File: config.mk
export PLATFORM = sky130hd
export DESIGN_NAME = udoc_top
export DESIGN_NICKNAME = d
export VERILOG_FILES = /design/src/udoc_top.v
export VERILOG_INCLUDE_DIRS = /design/src
export SDC_FILE = /design/constraint.sdc
export NUM_CORES = 1
export LEC_CHECK = 0
export ABC_AREA = 1
export BUFFER_PORTS_ARGS = -buffer_cell sky130_fd_sc_hd__clkbuf_2
export CORE_ASPECT_RATIO = 0.5
export CORE_MARGIN = 2
export CORE_UTILIZATION = 58
export DETAILED_ROUTE_END_ITERATION = 8
export PLACE_DENSITY = 0.83
export REMOVE_ABC_BUFFERS = 1
export SLEW_MARGIN = 5
export SYNTH_ARGS = -nofsm -noshare
export SYNTH_HDL_FRONTEND = slang
export SYNTH_SLANG_ARGS = --single-unit
File: constraint.sdc
create_clock -name pclk -period 2.5 [get_ports pclk]
set_input_delay 0.125 -clock pclk [delete_from_list [all_inputs] [get_ports pclk]]
set_output_delay 0.125 -clock pclk [all_outputs]
set_load 0.01 [all_outputs]
File: src/udoc_defs.vh
// Register map, field positions and reset values of the USB pull control block.
`ifndef UDOC_DEFS_VH
`define UDOC_DEFS_VH
`define UDOC_OFF_CTRL 12'h000
`define UDOC_OFF_OTG 12'h004
`define UDOC_OFF_IEN 12'h008
`define UDOC_OFF_EIEN 12'h00c
`define UDOC_OFF_IFLG 12'h010
`define UDOC_OFF_EIFLG 12'h014
`define UDOC_OFF_EP0 12'h018
`define UDOC_OFF_PWR 12'h01c
`define UDOC_OFF_PINS 12'h020
`define UDOC_CTRL_ON 0
`define UDOC_CTRL_PPRST 1
`define UDOC_CTRL_HOST 3
`define UDOC_OTG_VDIS 0
`define UDOC_OTG_OTG_FEATURES_ON 2
`define UDOC_OTG_DMPD 4
`define UDOC_OTG_DPPD 5
`define UDOC_OTG_DMPU 6
`define UDOC_OTG_DPPU 7
`define UDOC_OTG_WMASK 8'hf5
`define UDOC_EP0_HSHK 0
`define UDOC_EP0_RX 3
`define UDOC_PWR_ON 0
`define UDOC_RST8 8'h00
`endif

File: src/udoc_top.v
// USB device enable sequencing registers and on-the-go pull control.
//
// The register offsets and register access over APB were left to the implementer.
`timescale 1ns/1ps
`default_nettype none
`include "udoc_defs.vh"
module udoc_top #(
  parameter AW = 12
) (
  // APB clock and reset.
  input wire pclk,
  input wire presetn,
  // APB slave.
  input wire psel,
  input wire penable,
  input wire pwrite,
  input wire [AW-1:0] paddr,
  input wire [31:0] pwdata,
  output reg [31:0] prdata,
  output reg pready,
  output reg pslverr,
  // Event inputs from the transfer engine and the VBUS presence level, asynchronous to pclk.
  input wire [7:0] usb_event_in,
  input wire [7:0] usb_err_event_in,
  input wire vbus_present_in,
  // Pull network and supply discharge controls.
  output reg dplus_pullup_en,
  output reg dminus_pullup_en,
  output reg dplus_pulldown_en,
  output reg dminus_pulldown_en,
  output reg vbus_discharge_en,
  // Engine controls.
  output reg pingpong_ptr_reset,
  output reg usb_module_on,
  output reg usb_power_on,
  output reg endpoint_rx_allow,
  output reg endpoint_handshake_on,
  // Interrupt.
  output reg usb_irq
);
  reg [7:0] ctrl_q;
  reg [7:0] otg_q;
  reg [7:0] ien_q;
  reg [7:0] eien_q;
  reg [7:0] iflg_q;
  reg [7:0] eiflg_q;
  reg [7:0] ep0_q;
  reg [7:0] pwr_q;
  reg [16:0] sy1_q;
  reg [16:0] sy2_q;
  reg [31:0] rd_d;
  reg err_d;
  wire acc;
  wire wr;
  wire [7:0] w8;
  wire sw;
  wire pu_dp;
  wire pu_dm;
  wire pd_dp;
  wire pd_dm;

  function [7:0] udoc_w1c;
    input [7:0] flags;
    input [7:0] events;
    input clr_en;
    input [7:0] clr;
    begin
      udoc_w1c = (flags & ~(clr_en ? clr : `UDOC_RST8)) | events;
    end
  endfunction

  assign acc = psel & penable & pready;
  assign wr = acc & pwrite;
  assign w8 = pwdata[7:0];

  // Bring-up order is kept by software; the flag registers make step 3 work.
  always @(posedge pclk or negedge presetn) begin
    if (!presetn) begin
      sy1_q <= 17'h00000;
      sy2_q <= 17'h00000;
    end else begin
      sy1_q <= {vbus_present_in, usb_err_event_in, usb_event_in};
      sy2_q <= sy1_q;
    end
  end

  always @(posedge pclk or negedge presetn) begin
    if (!presetn) begin
      ctrl_q <= `UDOC_RST8;
      otg_q <= `UDOC_RST8;
      ien_q <= `UDOC_RST8;
      eien_q <= `UDOC_RST8;
      iflg_q <= `UDOC_RST8;
      eiflg_q <= `UDOC_RST8;
      ep0_q <= `UDOC_RST8;
      pwr_q <= `UDOC_RST8;
    end else begin
      // Set wins over a simultaneous write-one clear.
      iflg_q <= udoc_w1c(iflg_q, sy2_q[7:0], wr && paddr == `UDOC_OFF_IFLG, w8);
      eiflg_q <= udoc_w1c(eiflg_q, sy2_q[15:8], wr && paddr == `UDOC_OFF_EIFLG, w8);
      if (wr) begin
        if (paddr == `UDOC_OFF_CTRL) begin
          ctrl_q <= w8;
        end else if (paddr == `UDOC_OFF_OTG) begin
          otg_q <= w8 & `UDOC_OTG_WMASK;
        end else if (paddr == `UDOC_OFF_IEN) begin
          ien_q <= w8;
        end else if (paddr == `UDOC_OFF_EIEN) begin
          eien_q <= w8;
        end else if (paddr == `UDOC_OFF_EP0) begin
          ep0_q <= w8;
        end else if (paddr == `UDOC_OFF_PWR) begin
          pwr_q <= w8;
        end
      end
    end
  end

  // Hardware pull choice: host enables both pull-downs, device the D+ pull-up.
  assign sw = otg_q[`UDOC_OTG_OTG_FEATURES_ON];
  assign pu_dp = sw ? otg_q[`UDOC_OTG_DPPU] : (ctrl_q[`UDOC_CTRL_ON] & ~ctrl_q[`UDOC_CTRL_HOST]);
  assign pu_dm = sw ? otg_q[`UDOC_OTG_DMPU] : 1'b0;
  assign pd_dp = sw ? otg_q[`UDOC_OTG_DPPD] : (ctrl_q[`UDOC_CTRL_ON] & ctrl_q[`UDOC_CTRL_HOST]);
  assign pd_dm = sw ? otg_q[`UDOC_OTG_DMPD] : (ctrl_q[`UDOC_CTRL_ON] & ctrl_q[`UDOC_CTRL_HOST]);

  always @* begin
    rd_d = 32'h00000000;
    err_d = 1'b0;
    if (paddr == `UDOC_OFF_CTRL) begin
      rd_d[7:0] = ctrl_q;
    end else if (paddr == `UDOC_OFF_OTG) begin
      rd_d[7:0] = otg_q;
    end else if (paddr == `UDOC_OFF_IEN) begin
      rd_d[7:0] = ien_q;
    end else if (paddr == `UDOC_OFF_EIEN) begin
      rd_d[7:0] = eien_q;
    end else if (paddr == `UDOC_OFF_IFLG) begin
      rd_d[7:0] = iflg_q;
    end else if (paddr == `UDOC_OFF_EIFLG) begin
      rd_d[7:0] = eiflg_q;
    end else if (paddr == `UDOC_OFF_EP0) begin
      rd_d[7:0] = ep0_q;
    end else if (paddr == `UDOC_OFF_PWR) begin
      rd_d[7:0] = pwr_q;
    end else if (paddr == `UDOC_OFF_PINS) begin
      rd_d[0] = sy2_q[16];
    end else begin
      err_d = 1'b1;
    end
  end

  // Outputs are registered; pready answers one cycle into the access phase.
  always @(posedge pclk or negedge presetn) begin
    if (!presetn) begin
      prdata <= 32'h00000000;
      pready <= 1'b0;
      pslverr <= 1'b0;
      dplus_pullup_en <= 1'b0;
      dminus_pullup_en <= 1'b0;
      dplus_pulldown_en <= 1'b0;
      dminus_pulldown_en <= 1'b0;
      vbus_discharge_en <= 1'b0;
      pingpong_ptr_reset <= 1'b0;
      usb_module_on <= 1'b0;
      usb_power_on <= 1'b0;
      endpoint_rx_allow <= 1'b0;
      endpoint_handshake_on <= 1'b0;
      usb_irq <= 1'b0;
    end else begin
      pready <= psel & penable & ~pready;
      prdata <= (psel & penable & ~pready & ~pwrite) ? rd_d : 32'h00000000;
      pslverr <= psel & penable & ~pready & err_d;
      dplus_pullup_en <= pu_dp;
      dminus_pullup_en <= pu_dm;
      dplus_pulldown_en <= pd_dp;
      dminus_pulldown_en <= pd_dm;
      vbus_discharge_en <= otg_q[`UDOC_OTG_VDIS];
      pingpong_ptr_reset <= ctrl_q[`UDOC_CTRL_PPRST];
      usb_module_on <= ctrl_q[`UDOC_CTRL_ON];
      usb_power_on <= pwr_q[`UDOC_PWR_ON];
      endpoint_rx_allow <= ep0_q[`UDOC_EP0_RX];
      endpoint_handshake_on <= ep0_q[`UDOC_EP0_HSHK];
      usb_irq <= |((iflg_q & ien_q) | (eiflg_q & eien_q));
    end
  end
endmodule // udoc_top
`default_nettype wire

==> impl_results.md <==
- Remaining global-route overflow: 0
- FMAX: 507 MHz
- WP data required: 2820 ps
- DRC: 0
- Initial DRC Count: 376
- Met2 wire len: 4.89 mm
- Fin. Hold Viols: 0
- Layout area overhead: 23.3%
- Count leader, synth: nand2_1
- Syn. warnings: 0
- Initial antenna violation count: 0
- RSZ-0062 raised after global routing: no
- Core Region: 8650 um^2
- Die area: 9630 um^2
- Root Driver: clkbuf_16
- Top-area cell type share of the netlist area: 57.3%
- Final instance area: 6310 um^2
- Syn Area/Cell: 9.42 um^2
- Gate Count Post-Synth: 543
- Simple-Gate Fraction of Synth Area: 20.8%
- Synth cell count leaders: nand2_1, dfrtp_1, inv_1, o21ai_1
- Status: finished, final reports clean
- Yosys cell types: 32
- Hold WC Path Type: in -> reg
- Number of global-route vias before repair: 3646
- Crit start category: primary input
- Metal3 WL: 913 um
- Max-Cap Viols: 0
- Post-synthesis sequential area ratio: 57.3%
- Fin Setup TNS: 0 ps
- RD Place Congestion: 0.881
- H-tree levels: 4
- Post-synth top area cell: dfrtp_1
- P per Cell Area: 777 nW/um^2
- Final antenna-violating net count: 0
- Top cells by area, synth: dfrtp_1, nand2_1, inv_1
- Top Layer Used: met4
- Critical path data arrival time: 2290 ps
- Final slew viol count: 0
- Post-synth EDFFs: 0
- Area after DPL: 5430 um^2
- Layout cells sized above 1: 21.7%
- Wire per inst: 14.3 um
- Mux contribution to synthesized area: 0%
- Ys async rst share: 100%
- Row count: 24
- Post-synthesis adder-cell area fraction: 0%
- Worst path bufs/invs: 4
- P_leak: 0.00333 uW
- Inserted Diodes: 0
- Post-CTS Setup Repair Bufs: 0
- Hpwl dp: 7.38 mm
- Final core occ: 72.9%
- Largest net degree at the start of global routing: 51
- GRT Total Usage: 24.8%
- Die width: 137 um
- WS Path Type: in -> reg
- Layout Nets: 702
- CTS tree: built
- Clk_lat worst skew: 410 ps
- CP endpoint kind: flip-flop
- Post-synthesis compound-gate area fraction: 11.5%
- Final setup violation count: 0
- Final period utilization: 78.8%
- Largest family of logic cells by synthesized area: simple AND/OR/NAND/NOR gates
- Fin crit period: 1970 ps
- Slew headroom: 57.2%
- Die span in y: 70.4 um
- Starting density of the core: 59.1%
- Peak supply drop: 502 uV
- Largest registers: sy1_q: 17 flops, sy2_q: 17 flops
- Measured slew at the worst slew-check pin: 642 ps
- Clock Pin Slew Worst Setup and Hold Paths: 60 ps
- Vias per cell: 5.10
- Synthesized area: 5110 um^2
- Num CTS Buffers: 17
- CTS max path bufs: 2
- Synth Register Bits: 117
- Skew final: 7.28 ps
- Final WL: 11.0 mm
- Met1 Routed Length: 5.03 mm
- Vias: 3907
- Critical path's largest stage delay: 550 ps
- Post-synthesis xor/xnor area fraction: 0%
- CP max FO: 6
- First-pass GRT wire length: 17.9 mm
- Crit path max-delay cell type: dlygate4sd3_1
- Largest delay contributor family on the critical path: buffers and inverters
- Main synth FF type: dfrtp_1
- Crit-path cells: dlygate4sd3_1 -> clkbuf_2 -> nand2_1 -> dlygate4sd3_1 -> nor2_1 -> nand2_1 -> inv_1 -> o21ai_0 -> a21oi_1
- Port-buffer cells: 62
- Clock sinks: 117
- TritonRoute pass-1 iters: 5
- IO Count: 111
report_power, final:
| group | internal [uW] | leakage (uW) | total [uW] | switching [uW] |
|---|---|---|---|---|
| Sequential | 1930 | 0.00147 | 1930 | 7.85 |
| Clock | 1920 | 0.000319 | 2790 | 866 |
| Combinational | 62.5 | 0.00154 | 181 | 118 |
routing by layer:
metal / vias up / track usage (%)
met3: 16 / 6.75
met5: - / 0
met2: 184 / 37.1
li1: 1875 / -
met1: 1832 / 35.2
met4: 0 / 8.82
cell type report:
| type | count | area [um^2] |
|---|---|---|
| Tap cell | 117 | 146 |
| Clock inverter | 12 | 224 |
| Timing Repair Buffer | 84 | 541 |
| Multi-Input combinational cell | 345 | 1740 |
| Inverter | 71 | 272 |
| Fill cell | 609 | 2340 |
| Sequential cell | 117 | 2930 |
| Clock buffer | 20 | 457 |
through the flow:
| step | hold WS (ps) | setup WS (ps) | power (uW) | cells |
|---|---|---|---|---|
| 5_1_grt | 84.5 | 427 | 5040 | 766 |
| 3_3_place_gp | 179 | 666 | 2120 | 714 |
| 6_report | 62.6 | 529 | 4900 | 766 |
| 3_5_place_dp | 187 | 585 | 2120 | 714 |
| 4_1_cts | 56.2 | 598 | 4920 | 766 |
| 2_1_floorplan | -171 | 1140 | 2030 | 533 |
cells by family (layout without fill, tap and decap cells):
kind of cell	after synthesis	in the layout
AND/OR/NAND/NOR	218	218
buffers and inverters	104	187
other	1	24
AO/OA/AOI/OAI	103	103
flip-flops	117	117
timing repair:
item                      in CTS  in global routing
resized for setup              0                  0
hold buffers                  20                  0
hold endpoints to repair      66                  0
tightest hold or removal path, cell delays in order:
cell and delay (ps):
clkbuf_2 90, inv_1 40, nand2_1 110, a21oi_1 60
cell usage in the layout (no fill, tap or decap), types with 3 or more instances in the layout:
master         instances
nand3_1               16
nand2_4                4
dfrtp_1              117
nand2_2                5
nand3_2                3
o21ai_1               29
o21ai_2                8
o21bai_1              14
clkbuf_16             17
inv_2                  9
nor2_1                28
a21oi_1               21
clkinv_2               3
o21ai_0               28
inv_1                 59
clkbuf_2              61
nand4_1               10
nand2_1              137
bufinv_16              6
clkinvlp_4             4
nor2_4                 5
dlygate4sd3_1         20
conb_1                24
worst paths after layout:
kind                                    start                    to  slack [ps]  cells after the start
setup reg to reg             pready$_DFF_PN0_  otg_q[0]$_DFFE_PN0P_         930                      7
max in group asynchronous             presetn      pready$_DFF_PN0_        1500                      3
setup / recovery                      penable   prdata[2]$_DFF_PN0_         530                      9
hold / removal                         pwrite   prdata[1]$_DFF_PN0_          60                      4
min in group asynchronous             presetn   sy1_q[11]$_DFF_PN0_         290                      2
hold reg to reg            sy1_q[1]$_DFF_PN0_    sy2_q[1]$_DFF_PN0_         340                      0
Power figures use the tool's default switching activity.
